$ cat src/core/apt_pkg.sv
// constants, register map and bus states of the auto-reload timer
// assumes a 32-bit AHB-Lite slave decoding the low address byte
package apt_pkg;
  localparam int          CNT_W       = 8;
  localparam int          PSC_W       = 7;
  localparam int          SEL_W       = 3;
  localparam logic [7:0]  OFS_CTRL    = 8'h00;
  localparam logic [7:0]  OFS_CNT     = 8'h04;
  localparam logic [7:0]  OFS_RELOAD  = 8'h08;
  localparam logic [7:0]  OFS_PWMCR   = 8'h0C;
  localparam logic [7:0]  OFS_CAPCSR  = 8'h10;
  localparam logic [7:0]  OFS_CAP0    = 8'h14;
  localparam logic [7:0]  OFS_DUTY0   = 8'h1C;
  localparam logic [7:0]  OFS_STEP    = 8'h04;
  localparam int          B_EXT       = 7;
  localparam int          B_SEL_LO    = 4;
  localparam int          B_EN        = 3;
  localparam int          B_FRC       = 2;
  localparam int          B_OIE       = 1;
  localparam int          B_OVF       = 0;
  localparam int          B_OE_LO     = 4;
  localparam int          B_POL_LO    = 0;
  localparam int          B_EDGE_LO   = 4;
  localparam int          B_CIE_LO    = 2;
  localparam int          B_CF_LO     = 0;
  localparam logic [7:0]  CNT_MAX     = 8'hFF;
  localparam logic [7:0]  CNT_ONE     = 8'h01;
  localparam logic [7:0]  REG_RST     = 8'h00;
  localparam logic [6:0]  PSC_RST     = 7'h00;
  localparam logic        HRESP_OKAY  = 1'b0;
  typedef enum logic [1:0] {
    APT_BUS_IDLE   = 2'b01,
    APT_BUS_RDWAIT = 2'b10
  } apt_bus_t;
endpackage : apt_pkg

$ cat src/core/apt_cnt_if.sv
// counter state shared by the timer core and its compare channels
// assumes one core driving and any number of channels listening
`timescale 1ns/1ps
`default_nettype none
interface apt_cnt_if;
  logic [7:0] count;
  logic       cnt_tick;
  logic       ovf_evt;
  modport core (output count, output cnt_tick, output ovf_evt);
  modport chan (input count, input cnt_tick, input ovf_evt);
endinterface : apt_cnt_if
`default_nettype wire

$ cat src/core/apt_prescaler.sv
// seven-bit power-of-two prescaler with eight taps
// assumes tick_in marks one input clock period in the clk_in domain
`timescale 1ns/1ps
`default_nettype none
module apt_prescaler (
  input  wire logic                      clk_in,
  input  wire logic                      sys_rst_in,
  input  wire logic                      tick_in,
  input  wire logic                      run_in,
  input  wire logic                      clear_in,
  input  wire logic [apt_pkg::SEL_W-1:0] tap_sel_in,
  output logic                           tap_tick_out,
  output logic      [apt_pkg::PSC_W-1:0] psc_out
);
  logic [apt_pkg::PSC_W-1:0] psc;
  logic [apt_pkg::PSC_W-1:0] next_psc;
  logic [apt_pkg::PSC_W:0]   mask8;
  logic [apt_pkg::PSC_W-1:0] mask;

  always_comb begin
    mask8        = (8'h01 << tap_sel_in) - 8'h01;
    mask         = mask8[apt_pkg::PSC_W-1:0];
    tap_tick_out = run_in && tick_in && ((psc & mask) == mask);
    next_psc     = psc;
    if (clear_in) begin
      next_psc = apt_pkg::PSC_RST;
    end else if (run_in && tick_in) begin
      next_psc = psc + 7'h01;
    end
  end

  always_ff @(posedge clk_in or posedge sys_rst_in) begin
    if (sys_rst_in) begin
      psc <= apt_pkg::PSC_RST;
    end else begin
      psc <= next_psc;
    end
  end

  assign psc_out = psc;
endmodule : apt_prescaler
`default_nettype wire

$ cat src/core/apt_pwm_chan.sv
// one compare channel: hidden compare shadow and pwm level
// assumes count, cnt_tick and ovf_evt come from the timer core
`timescale 1ns/1ps
`default_nettype none
module apt_pwm_chan (
  input  wire logic       clk_in,
  input  wire logic       sys_rst_in,
  apt_cnt_if.chan         cnt_if,
  input  wire logic [7:0] duty_cycle_reg_in,
  input  wire logic       output_polarity_bit_in,
  output logic            pwm_level_out
);
  logic [7:0] compare_shadow_value;
  logic [7:0] next_compare_shadow_value;
  logic       lvl;
  logic       next_lvl;
  logic       hit;

  always_comb begin
    hit = cnt_if.cnt_tick && (8'(cnt_if.count + apt_pkg::CNT_ONE) == compare_shadow_value);
    next_compare_shadow_value = compare_shadow_value;
    next_lvl                  = lvl;
    if (cnt_if.ovf_evt) begin
      next_compare_shadow_value = duty_cycle_reg_in;
      next_lvl                  = output_polarity_bit_in;
    end else if (hit) begin
      next_lvl = !output_polarity_bit_in;
    end
  end

  always_ff @(posedge clk_in or posedge sys_rst_in) begin
    if (sys_rst_in) begin
      compare_shadow_value <= apt_pkg::REG_RST;
      lvl                  <= 1'b0;
    end else begin
      compare_shadow_value <= next_compare_shadow_value;
      lvl                  <= next_lvl;
    end
  end

  assign pwm_level_out = lvl;
endmodule : apt_pwm_chan
`default_nettype wire

$ cat src/core/apt_timer.sv
// auto-reload pwm timer core with AHB-Lite register slave
// assumes a single AHB-Lite master, word transfers, inputs synchronous to clk_in
// Summary of operation
// - eight-bit auto-reload up-counter with compare and capture, fed by seven-bit prescaler.
// - counter advances by one on each prescaler output tick.
// - software reads and writes the live counter while it runs.
// - overflow reloads counter from reload value; prescaler unaffected.
// - three-bit tap select divides input clock by two to the power zero..seven.
// - external clock select picks cpu clock when clear, external input when set.
// - with count enable clear, prescaler and counter stay frozen.
// - with count enable set, counter runs at selected divided rate.
// - reset clears counter and prescaler and selects cpu clock.
// - both initialisation paths clear the prescaler.
// - prescaler has no software read or write path.
// - four compare channels, one per pwm output, against own shadow value.
// - compare shadows hidden, loaded from duty registers only at overflow.
// - modes: pwm, time base interrupt, two captures, event counting, external interrupts.
// - pwm, time base and capture run together on one counter clock.
// - timer issues a wake-up request for wait and halt states.
// - overflow drives enabled pwm to polarity; compare match restores opposite level.
// - overflow sets flag, interrupts if enabled, flag cleared by reading control.
// - force reload is write-only, reads zero, reloads counter and clears prescaler.
// - all pwm outputs share frequency counter clock over 256 minus reload.
`timescale 1ns/1ps
`default_nettype none
module apt_timer #(
  parameter int unsigned N_CH  = 4,
  parameter int unsigned N_CAP = 2
) (
  input  wire logic             clk_in,
  input  wire logic             sys_rst_in,
  input  wire logic             hsel_in,
  input  wire logic [31:0]      haddr_in,
  input  wire logic [1:0]       htrans_in,
  input  wire logic             hwrite_in,
  input  wire logic [2:0]       hsize_in,
  input  wire logic [31:0]      hwdata_in,
  input  wire logic             hready_in,
  output logic      [31:0]      hrdata_out,
  output logic                  hreadyout_out,
  output logic                  hresp_out,
  input  wire logic             ext_clk_in,
  input  wire logic [N_CAP-1:0] capture_in,
  output logic      [N_CH-1:0]  pwm_output_pin_out,
  output logic      [N_CH-1:0]  pwm_oe_out,
  output logic                  irq_out,
  output logic                  wake_req_out
);
  if (N_CH < 1 || N_CH > 4 || N_CAP < 1 || N_CAP > 2) begin : g_chk
    $error("apt_timer supports 1..4 channels and 1..2 captures");
  end

  function automatic logic [7:0] slot(input logic [7:0] base, input int unsigned i);
    slot = base + 8'(i) * apt_pkg::OFS_STEP;
  endfunction : slot

  apt_cnt_if cnt_if ();

  // bus slave state
  apt_pkg::apt_bus_t bus_st;
  apt_pkg::apt_bus_t next_bus_st;
  logic              wr_pend;
  logic              next_wr_pend;
  logic [7:0]        wr_addr;
  logic [7:0]        next_wr_addr;
  logic [7:0]        rd_addr;
  logic [7:0]        next_rd_addr;
  logic [31:0]       hrdata;
  logic [31:0]       next_hrdata;
  logic              hready;
  logic              next_hready;
  logic              take;
  logic [7:0]        rdata;
  logic [7:0]        wdata;
  logic              rd_evt;
  logic              rd_ctrl;
  logic [N_CAP-1:0]  rd_cap;
  logic              wr_ctrl;
  logic              wr_cnt;
  logic              wr_frc;
  logic              wr_reload;
  logic              wr_pwmcr;
  logic              wr_capcsr;
  logic [N_CH-1:0]   wr_duty;

  // timer state
  logic                  ext_clock_select;
  logic                  next_ext_clock_select;
  logic [2:0]            prescale_tap_select;
  logic [2:0]            next_prescale_tap_select;
  logic                  count_enable_bit;
  logic                  next_count_enable_bit;
  logic                  overflow_irq_enable;
  logic                  next_overflow_irq_enable;
  logic                  overflow_flag;
  logic                  next_overflow_flag;
  logic [7:0]            count;
  logic [7:0]            next_count;
  logic [7:0]            reload_value;
  logic [7:0]            next_reload_value;
  logic [N_CH-1:0]       oe;
  logic [N_CH-1:0]       next_oe;
  logic [N_CH-1:0]       pol;
  logic [N_CH-1:0]       next_pol;
  logic [7:0]            duty [N_CH];
  logic [7:0]            next_duty [N_CH];
  logic [N_CAP-1:0]      cap_edge;
  logic [N_CAP-1:0]      next_cap_edge;
  logic [N_CAP-1:0]      cap_ie;
  logic [N_CAP-1:0]      next_cap_ie;
  logic [N_CAP-1:0]      cap_flag;
  logic [N_CAP-1:0]      next_cap_flag;
  logic [7:0]            cap_val [N_CAP];
  logic [7:0]            next_cap_val [N_CAP];
  logic [N_CAP-1:0]      cap_prev;
  logic [N_CAP-1:0]      cap_take;
  logic                  ext_prev;
  logic                  irq;
  logic                  next_irq;
  logic                  in_tick;
  logic                  cnt_tick;
  logic                  ovf_evt;
  logic [N_CH-1:0]       pwm_lvl;
  logic [6:0]            psc;

  // AHB-Lite slave: writes zero-wait, reads one wait state
  always_comb begin
    take         = hsel_in && htrans_in[1] && hready_in;
    next_bus_st  = bus_st;
    next_wr_pend = 1'b0;
    next_wr_addr = wr_addr;
    next_rd_addr = rd_addr;
    next_hrdata  = hrdata;
    next_hready  = 1'b1;
    case (bus_st)
      apt_pkg::APT_BUS_IDLE: begin
        if (take && hwrite_in) begin
          next_wr_pend = 1'b1;
          next_wr_addr = haddr_in[7:0];
        end else if (take) begin
          next_rd_addr = haddr_in[7:0];
          next_hready  = 1'b0;
          next_bus_st  = apt_pkg::APT_BUS_RDWAIT;
        end
      end
      apt_pkg::APT_BUS_RDWAIT: begin
        next_hrdata = {24'h000000, rdata};
        next_bus_st = apt_pkg::APT_BUS_IDLE;
      end
      default: begin
        next_bus_st = apt_pkg::APT_BUS_IDLE;
      end
    endcase
  end

  always_ff @(posedge clk_in or posedge sys_rst_in) begin
    if (sys_rst_in) begin
      bus_st  <= apt_pkg::APT_BUS_IDLE;
      wr_pend <= 1'b0;
      wr_addr <= apt_pkg::REG_RST;
      rd_addr <= apt_pkg::REG_RST;
      hrdata  <= 32'h00000000;
      hready  <= 1'b1;
    end else begin
      bus_st  <= next_bus_st;
      wr_pend <= next_wr_pend;
      wr_addr <= next_wr_addr;
      rd_addr <= next_rd_addr;
      hrdata  <= next_hrdata;
      hready  <= next_hready;
    end
  end

  // address decode, read mux; prescaler is never mapped
  always_comb begin
    wdata     = hwdata_in[7:0];
    rd_evt    = (bus_st == apt_pkg::APT_BUS_RDWAIT);
    rd_ctrl   = rd_evt && (rd_addr == apt_pkg::OFS_CTRL);
    wr_ctrl   = 1'b0;
    wr_cnt    = 1'b0;
    wr_reload = 1'b0;
    wr_pwmcr  = 1'b0;
    wr_capcsr = 1'b0;
    wr_duty   = '0;
    rd_cap    = '0;
    rdata     = apt_pkg::REG_RST;
    if (wr_addr == apt_pkg::OFS_CTRL) begin
      wr_ctrl = wr_pend;
    end else if (wr_addr == apt_pkg::OFS_CNT) begin
      wr_cnt = wr_pend;
    end else if (wr_addr == apt_pkg::OFS_RELOAD) begin
      wr_reload = wr_pend;
    end else if (wr_addr == apt_pkg::OFS_PWMCR) begin
      wr_pwmcr = wr_pend;
    end else if (wr_addr == apt_pkg::OFS_CAPCSR) begin
      wr_capcsr = wr_pend;
    end
    for (int unsigned i = 0; i < N_CH; i++) begin
      if (wr_addr == slot(apt_pkg::OFS_DUTY0, i)) begin
        wr_duty[i] = wr_pend;
      end
      if (rd_addr == slot(apt_pkg::OFS_DUTY0, i)) begin
        rdata = duty[i];
      end
      if (rd_addr == apt_pkg::OFS_PWMCR) begin
        rdata[apt_pkg::B_OE_LO + i]  = oe[i];
        rdata[apt_pkg::B_POL_LO + i] = pol[i];
      end
    end
    for (int unsigned i = 0; i < N_CAP; i++) begin
      if (rd_addr == slot(apt_pkg::OFS_CAP0, i)) begin
        rdata     = cap_val[i];
        rd_cap[i] = rd_evt;
      end
      if (rd_addr == apt_pkg::OFS_CAPCSR) begin
        rdata[apt_pkg::B_EDGE_LO + i] = cap_edge[i];
        rdata[apt_pkg::B_CIE_LO + i]  = cap_ie[i];
        rdata[apt_pkg::B_CF_LO + i]   = cap_flag[i];
      end
    end
    if (rd_addr == apt_pkg::OFS_CTRL) begin
      rdata = {ext_clock_select, prescale_tap_select, count_enable_bit,
               1'b0, overflow_irq_enable, overflow_flag};
    end else if (rd_addr == apt_pkg::OFS_CNT) begin
      rdata = count;
    end else if (rd_addr == apt_pkg::OFS_RELOAD) begin
      rdata = reload_value;
    end
    wr_frc = wr_ctrl && wdata[apt_pkg::B_FRC];
  end

  apt_prescaler u_psc (
    .clk_in       (clk_in),
    .sys_rst_in   (sys_rst_in),
    .tick_in      (in_tick),
    .run_in       (count_enable_bit),
    .clear_in     (wr_cnt || wr_frc),
    .tap_sel_in   (prescale_tap_select),
    .tap_tick_out (cnt_tick),
    .psc_out      (psc)
  );

  // counter, flags, control and capture next values
  always_comb begin
    in_tick = ext_clock_select ? (ext_clk_in && !ext_prev) : 1'b1;
    ovf_evt = cnt_tick && (count == apt_pkg::CNT_MAX) && !wr_cnt && !wr_frc;
    next_count = count;
    if (wr_cnt) begin
      next_count = wdata;
    end else if (wr_frc || ovf_evt) begin
      next_count = reload_value;
    end else if (cnt_tick) begin
      next_count = 8'(count + apt_pkg::CNT_ONE);
    end
    next_overflow_flag = (overflow_flag && !rd_ctrl) || ovf_evt;
    next_ext_clock_select    = ext_clock_select;
    next_prescale_tap_select = prescale_tap_select;
    next_count_enable_bit    = count_enable_bit;
    next_overflow_irq_enable = overflow_irq_enable;
    if (wr_ctrl) begin
      next_ext_clock_select    = wdata[apt_pkg::B_EXT];
      next_prescale_tap_select = wdata[apt_pkg::B_SEL_LO +: apt_pkg::SEL_W];
      next_count_enable_bit    = wdata[apt_pkg::B_EN];
      next_overflow_irq_enable = wdata[apt_pkg::B_OIE];
    end
    next_reload_value = wr_reload ? wdata : reload_value;
    next_oe           = wr_pwmcr ? wdata[apt_pkg::B_OE_LO +: N_CH] : oe;
    next_pol          = wr_pwmcr ? wdata[apt_pkg::B_POL_LO +: N_CH] : pol;
    next_cap_edge     = wr_capcsr ? wdata[apt_pkg::B_EDGE_LO +: N_CAP] : cap_edge;
    next_cap_ie       = wr_capcsr ? wdata[apt_pkg::B_CIE_LO +: N_CAP] : cap_ie;
    for (int unsigned i = 0; i < N_CH; i++) begin
      next_duty[i] = wr_duty[i] ? wdata : duty[i];
    end
    for (int unsigned i = 0; i < N_CAP; i++) begin
      cap_take[i] = (cap_edge[i] ? (capture_in[i] && !cap_prev[i])
                                 : (!capture_in[i] && cap_prev[i]))
                    && (!cap_flag[i] || rd_cap[i]);
      next_cap_flag[i] = (cap_flag[i] && !rd_cap[i]) || cap_take[i];
      next_cap_val[i]  = cap_take[i] ? count : cap_val[i];
    end
    next_irq = (overflow_flag && overflow_irq_enable) || (|(cap_flag & cap_ie));
  end

  always_ff @(posedge clk_in or posedge sys_rst_in) begin
    if (sys_rst_in) begin
      ext_clock_select    <= 1'b0;
      prescale_tap_select <= 3'h0;
      count_enable_bit    <= 1'b0;
      overflow_irq_enable <= 1'b0;
      overflow_flag       <= 1'b0;
      count               <= apt_pkg::REG_RST;
      reload_value        <= apt_pkg::REG_RST;
      oe                  <= '0;
      pol                 <= '0;
      cap_edge            <= '0;
      cap_ie              <= '0;
      cap_flag            <= '0;
      cap_prev            <= '0;
      ext_prev            <= 1'b0;
      irq                 <= 1'b0;
      for (int unsigned i = 0; i < N_CH; i++) begin
        duty[i] <= apt_pkg::REG_RST;
      end
      for (int unsigned i = 0; i < N_CAP; i++) begin
        cap_val[i] <= apt_pkg::REG_RST;
      end
    end else begin
      ext_clock_select    <= next_ext_clock_select;
      prescale_tap_select <= next_prescale_tap_select;
      count_enable_bit    <= next_count_enable_bit;
      overflow_irq_enable <= next_overflow_irq_enable;
      overflow_flag       <= next_overflow_flag;
      count               <= next_count;
      reload_value        <= next_reload_value;
      oe                  <= next_oe;
      pol                 <= next_pol;
      cap_edge            <= next_cap_edge;
      cap_ie              <= next_cap_ie;
      cap_flag            <= next_cap_flag;
      cap_prev            <= capture_in;
      ext_prev            <= ext_clk_in;
      irq                 <= next_irq;
      duty                <= next_duty;
      cap_val             <= next_cap_val;
    end
  end

  assign cnt_if.count    = count;
  assign cnt_if.cnt_tick = cnt_tick;
  assign cnt_if.ovf_evt  = ovf_evt;

  for (genvar g = 0; g < N_CH; g++) begin : g_ch
    apt_pwm_chan u_ch (
      .clk_in                 (clk_in),
      .sys_rst_in             (sys_rst_in),
      .cnt_if                 (cnt_if),
      .duty_cycle_reg_in      (duty[g]),
      .output_polarity_bit_in (pol[g]),
      .pwm_level_out          (pwm_lvl[g])
    );
  end

  assign pwm_output_pin_out = pwm_lvl;
  assign pwm_oe_out         = oe;
  assign irq_out            = irq;
  assign wake_req_out       = irq;
  assign hrdata_out         = hrdata;
  assign hreadyout_out      = hready;
  assign hresp_out          = apt_pkg::HRESP_OKAY;
endmodule : apt_timer
`default_nettype wire

$ cat config.mk
export PLATFORM = sky130hd
export DESIGN_NAME = apt_timer
export DESIGN_NICKNAME = d
export VERILOG_FILES = /design/src/core/apt_pkg.sv /design/src/core/apt_cnt_if.sv /design/src/core/apt_prescaler.sv /design/src/core/apt_pwm_chan.sv /design/src/core/apt_timer.sv
export SDC_FILE = /design/constraint.sdc
export NUM_CORES = 1
export LEC_CHECK = 0
export ABC_AREA = 1
export BUFFER_PORTS_ARGS = -buffer_cell sky130_fd_sc_hd__buf_2
export CORE_MARGIN = 8
export CORE_UTILIZATION = 40
export CTS_BUF_LIST = sky130_fd_sc_hd__clkbuf_16
export CTS_CLUSTER_DIAMETER = 200
export DETAILED_ROUTE_END_ITERATION = 8
export PLACE_DENSITY = 0.71
export RECOVER_POWER = 50
export SETUP_SLACK_MARGIN = 0.1
export SLEW_MARGIN = 5
export SYNTH_ARGS = -nofsm -noshare
export SYNTH_HDL_FRONTEND = slang
export SYNTH_SLANG_ARGS = --single-unit
$ cat constraint.sdc
create_clock -name clk_in -period 4.9 [get_ports clk_in]
set_input_delay 0 -clock clk_in [delete_from_list [all_inputs] [get_ports clk_in]]
set_output_delay 0 -clock clk_in [all_outputs]
set_load 0.05 [all_outputs]
==> results of run 1 <==
synth_stat cells (all sizes together):
library cell	number
nor4	2
o211a	1
clkbuf	12
nand2b	2
o21ai	136
nand2	343
a21oi	34
xnor2	9
clkinv	1
buf	45
a31oi	1
nand4	17
nor3b	3
dfstp	2
dfrtp	158
xor2	4
nor3	8
nor2	76
inv	133
conb	1
ha	2
nand3b	8
nand3	72
o221ai	1
or2	7
layout make-up:
class	count	area, sq um	area share, %
clock buffers	17	425.4	4.524
flip-flops and latches	160	4006	42.61
repair buffers	64	392.9	4.178
multi-input cells	751	3530	37.54
well taps	275	344.1	3.659
inverters	134	509.2	5.416
clock inverters	15	195.2	2.076
routing by layer:
layer	wire, microns	up-vias	share of wire, %	GRT usage (%)
met5	0	-	0	0
met4	932	0	4.2	9.303
met3	1323	61	6.0	3.327
met2	10230	265	46	27.62
met1	9565	3292	43	21.70
li1	-	3467	-	-
where the power goes:
part / leakage [nW] / internal, mW / switching [mW]
combinational: 2.83 / 0.264 / 0.581
clock: 0.298 / 0.849 / 0.552
sequential: 1.87 / 1.48 / 0.170
total: 4.99 / 2.59 / 1.30
through the flow:
step	instance area, sq um	power (mW)	util, %	std cells	worst slack (ps)
global placement	8637	2.467	41.61	1365	2396
detailed placement	8637	2.493	41.61	1365	2362
global route	9403	4.077	45.30	1416	1929
finish	9403	3.892	45.30	1416	2233
CTS	9448	3.906	45.52	1416	2338
floorplan	8459	2.263	-	1102	583.4
flip-flops by register name, summed over array words and instances, names as in the netlist, 2 cells and up:
signal,flops
rd_addr,8
cnt_if.count,8
cap_flag,2
wr_addr,8
u_psc.psc_out,7
cap_edge,2
g_ch.u_ch.pwm_level_out,4
pol,4
reload_value,8
hrdata_out,8
cap_val,16
pwm_oe_out,4
cap_prev,2
duty,32
prescale_tap_select,3
g_ch.u_ch.compare_shadow_value,32
cap_ie,2
bus_st,2
logic make-up (layout without fill, tap and decap cells):
kind of cell,Yosys count,after routing
xor gates and xnor gates,13,13
other,1,25
adders and majority gates,2,2
DFF,160,160
AOI/OAI and AO/OA,173,173
buffers and inverters,191,230
and+or+nand+nor,538,538
worst max-delay path, delay by kind of cell (launching register included):
family          cells  cell delay [ps]
simple gates        7             1280
buf+inv             2              770
compound gates      1              100
flops               1              400
worst min path at each step:
stage             startpoint           to  slack (ps)
3_3_place_gp      ext_clk_in     ext_prev         120
6_report           hready_in      wr_pend          40
4_1_cts            hready_in      wr_pend           9
5_1_grt         htrans_in[1]      wr_pend          60
3_5_place_dp      ext_clk_in     ext_prev         130
2_1_floorplan  capture_in[0]  cap_prev[0]          30
==> results.ini, run 1 <==
[run_status]
status=complete, no violations

[critical_path]
cp_slowest_stage_delay_ps=600
startpoint=wr_addr[7]
endpoint=g_ch[2].u_ch.compare_shadow_value[2]
worst_ep_required_time_ps=5250
ff2ff_path_depth=10
critPathMaxFanout=65
cp-start-kind=register
critPathArrivalTime_ps=3020
r2r-end=g_ch[2].u_ch.compare_shadow_value[2]
crit_type=reg -> reg
worstPathCellList=nor2_1 > nand2_1 > nor2_1 > nand2_1 > nor2_1 > inv_2 > nand3_2 > buf_4 > nand2_1 > o21ai_2
end_kind=register
r2r_setup_slack_ps=2230
crit_path_top_delay_cell=buf_4
r2r-start=wr_addr[7]

[placement]
io_buffers=43
dpl.hpwl_mm=15.78
place.gp.congestion=0.9031

[timing]
hold_viol_final=0
rsz0062_at_grt=no
min_period_ps=2667
tightest_slew_ps=974.9
whs_ps=38.07
finalClockSkew_ps=14.06
finalCritPeriodShare_pct=54.43
fmax_ghz=0.3750
slew_headroom_pct=34.77
finalMaxSlewViolations=0
finalSetupViolCount=0
setup-tns-final_ps=0

[cts]
cts_made_buffers=17
tritoncts=yes
cts_setup_buffers=0
postCtsHoldBufs=19
worstSkewPairLatency_ps=440
htreeDepth=4
clockBufferDepth=2
cts.sink_count=160
root_buffer=clkbuf_16
post_cts_resized=0
path_clk_slew_ps=60

[route]
routed_wl_mm=22.05
detail_route.vias_per_cell=5.004
drt_iter0_markers=906
dr.pass1.iters=6
vias=7085
drcViolationCount=0
ant_nets=0
wl_per_cell_microns=15.57

[layout]
area_growth_pct=12.35
antenna_cells=0
layout-drive-gt1-share_pct=10.25
fill_cells=2036
nNetsFinal=1207
final_cell_mix=nand2_1, dfrtp_1, inv_1, o21ai_0, nor2_1
final_common_cell=nand2_1

[die]
chipWidth_microns=160.7
core_area_sq_um=20760
fp.dieH_microns=160.7
placementRows=53
initial_utilization_pct=40.32
die-area_sq_um=25810
io_pins=121

[yosys]
synth_largest_area_cell=dfrtp_1
yosys-top-cells-area=dfrtp_1, nand2_1, inv_1
ys_warn_count=0
muxShareOfSynthArea_pct=0
mappedNetlistArea_sq_um=8369
synth_cell_type_count=37
seq_area_frac_synth_pct=47.87
syn-mean-instance-area_sq_um=7.764
synthAdderAreaFrac_pct=0.2990
synth_top_family_by_area=simple AND/OR/NAND/NOR gates
yosys.area_share.simple_pct=27.88
synthXorXnorAreaFrac_pct=1.360
synth_compound_area_share_pct=11.72
synthCells=1078
synth_top_cell_area_share_pct=47.24
ys_seq_elements=160

[grt]
grt_overflow=0
grt_pass1_wl_mm=35.24
grt_max_degree=103
grt_antenna_before_repair=0
grt_pass1_vias=6774
track_usage_pct=17.25

[hold_path]
hold_depth=3
hp-class=in -> reg

[power]
power_density_nw_per_um2=413.9
p_leak_nw=4.995
vdd_ir_drop_max_v=0.0002780

[flow_run]
maxCapViolations=0

No activity file was read; power rests on OpenSTA's default activity.
==> inputs of run 2 (changes only) <==
==> constraint.sdc (replaced) <==
create_clock -name clk_in -period 2.74 [get_ports clk_in]
set_input_delay 0 -clock clk_in [delete_from_list [all_inputs] [get_ports clk_in]]
set_output_delay 0 -clock clk_in [all_outputs]
set_load 0.05 [all_outputs]
==> run 2 against run 1 <==
Effect of this change: the run now ends with max-capacitance violations, max-slew violations left; critical path depth increased by 2; clock-buffer cell count unchanged; sequential share of layout area decreased by 0.33 points; sequential cell count unchanged; sequential power increased by 77%; die area unchanged; largest power group unchanged; highest routed layer unchanged; global-route usage increased by 0.14 points; non-clock buffer count increased by 10.
==> results.ini, run 2 (synthesis results as in run 1) <==
[timing]
min_period_ps=2246
finalSetupViolCount=0
hold_viol_final=0
finalClockSkew_ps=8.493
tightest_slew_ps=1626
rsz0062_at_grt=no
fmax_ghz=0.4453
finalWorstSetupSlack_ps=494.3
finalCritPeriodShare_pct=81.96
whs_ps=23.85
finalMaxSlewViolations=34
slew_headroom_pct=-9.022
setup-tns-final_ps=0

[power]
vdd_ir_drop_max_v=0.0004673
p_leak_nw=5.035
power_density_nw_per_um2=721.6

[layout]
top_regs=duty: 32 flops, g_ch.u_ch.compare_shadow_value: 32 flops, cap_val: 16 flops
area_growth_pct=13.22
final_common_cell=nand2_1
layout-drive-gt1-share_pct=10.96
antenna_cells=0
nNetsFinal=1217
final_cell_mix=nand2_1, dfrtp_1, inv_1, o21ai_0

[cts]
htreeDepth=4
clockBufferDepth=2
root_buffer=clkbuf_16
cts_made_buffers=17
post_cts_resized=0
tritoncts=yes
worstSkewPairLatency_ps=430
path_clk_slew_ps=60
cts_setup_buffers=0
cts.sink_count=160

[die]
die-area_sq_um=25810
fp.dieH_microns=160.7
io_pins=121
placementRows=53
chipWidth_microns=160.7
core_area_sq_um=20760
initial_utilization_pct=40.32

[critical_path]
r2r-start=wr_addr[7]
critPathArrivalTime_ps=2560
cp-start-kind=register
r2r-end=cnt_if.count[4]
r2r_setup_slack_ps=490
worstPathCellList=nor2_1 > nand2_1 > nor2_2 > nand2_1 > inv_2 > nor2_1 > nand3_2 > nand2_2 > o21ai_0 > nand2_1 > nand2_1 > nand2_1
end_kind=register
ff2ff_path_depth=12
critPathMaxFanout=11
crit_type=reg -> reg
crit_top_cell=nand2_1
crit_path_top_delay_cell=dfrtp_1
cp_slowest_stage_delay_ps=390
worst_ep_required_time_ps=3060

[grt]
grt_max_degree=66
track_usage_pct=17.38
grt_pass1_vias=6797
grt_pass1_wl_mm=35.78
grt_antenna_before_repair=0
grt_overflow=0

[placement]
place.gp.congestion=0.8861
dpl.hpwl_mm=16.11
io_buffers=43
preCtsSetupSlack_ps=568.8

[route]
vias=7029
routed_wl_mm=21.97
ant_nets=0
dr.pass1.iters=6
detail_route.vias_per_cell=4.933
drt_iter0_markers=766
wl_per_cell_microns=15.42
drcViolationCount=0

[flow_run]
maxCapViolations=1

[run_status]
violations=max-capacitance violations, max-slew violations
status=finished, violations left

[hold_path]
hp-class=in -> reg
min_from=hready_in
hold_depth=3
hold_end=wr_pend

==> run 2: worst max path at each step <==
| stage | to | from | depth (start not counted) | slack (ps) |
|---|---|---|---|---|
| floorplan | bus_st[1] | sys_rst_in | 1 | 710 |
| global placement | cnt_if.count[4] | wr_addr[7] | 12 | 560 |
| detailed placement | cnt_if.count[4] | wr_addr[7] | 12 | 570 |
| CTS | cnt_if.count[4] | wr_addr[7] | 12 | 500 |
| global route | cnt_if.count[4] | wr_addr[7] | 12 | 280 |
| finish | cnt_if.count[4] | wr_addr[7] | 12 | 490 |
==> run 2: area by class of cell <==
cell class                      instances  area, sq um
Clock buffer                           17        425.4
Clock inverter                         14        151.4
Fill cell                            2071        11280
Inverter                              134        505.5
Multi-Input combinational cell        751         3547
Sequential cell                       160         4006
Tap cell                              275        344.1
Timing Repair Buffer                   74        495.5
==> run 2: per-stage QoR <==
step	cells	utilization [%]	cell area [sq um]	total power, mW
global placement	1374	42.11	8741	4.437
global route	1425	45.65	9475	7.178
finish	1425	45.65	9475	6.837
floorplan	1102	-	8463	4.048
detailed placement	1374	42.11	8741	4.486
CTS	1425	45.86	9518	6.872
==> run 2: critical path: cells and delay by family (launching register included) <==
family,cells,cell delay (ps)
buffers and inverters,1,280
DFF,1,390
AOI/OAI and AO/OA,1,170
and+or+nand+nor,10,1270
==> run 2: power breakdown <==
part | switching, mW | leakage [nW] | internal [mW]
sequential | 0.281 | 1.87 | 2.64
clock | 0.945 | 0.278 | 1.41
combinational | 1.07 | 2.89 | 0.492
total | 2.29 | 5.04 | 4.54
==> run 2: repair_timing <==
action	CTS	global route
endpoints found under the hold margin	62	0
hold buffers	20	0
setup endpoints to repair	0	0
==> run 2: layer usage <==
| layer | wire length, microns | GRT usage, % |
|---|---|---|
| met4 | 524 | 6.202 |
| met5 | 0 | 0 |
| met3 | 1434 | 3.839 |
| met1 | 9614 | 22.53 |
| met2 | 10400 | 28.10 |
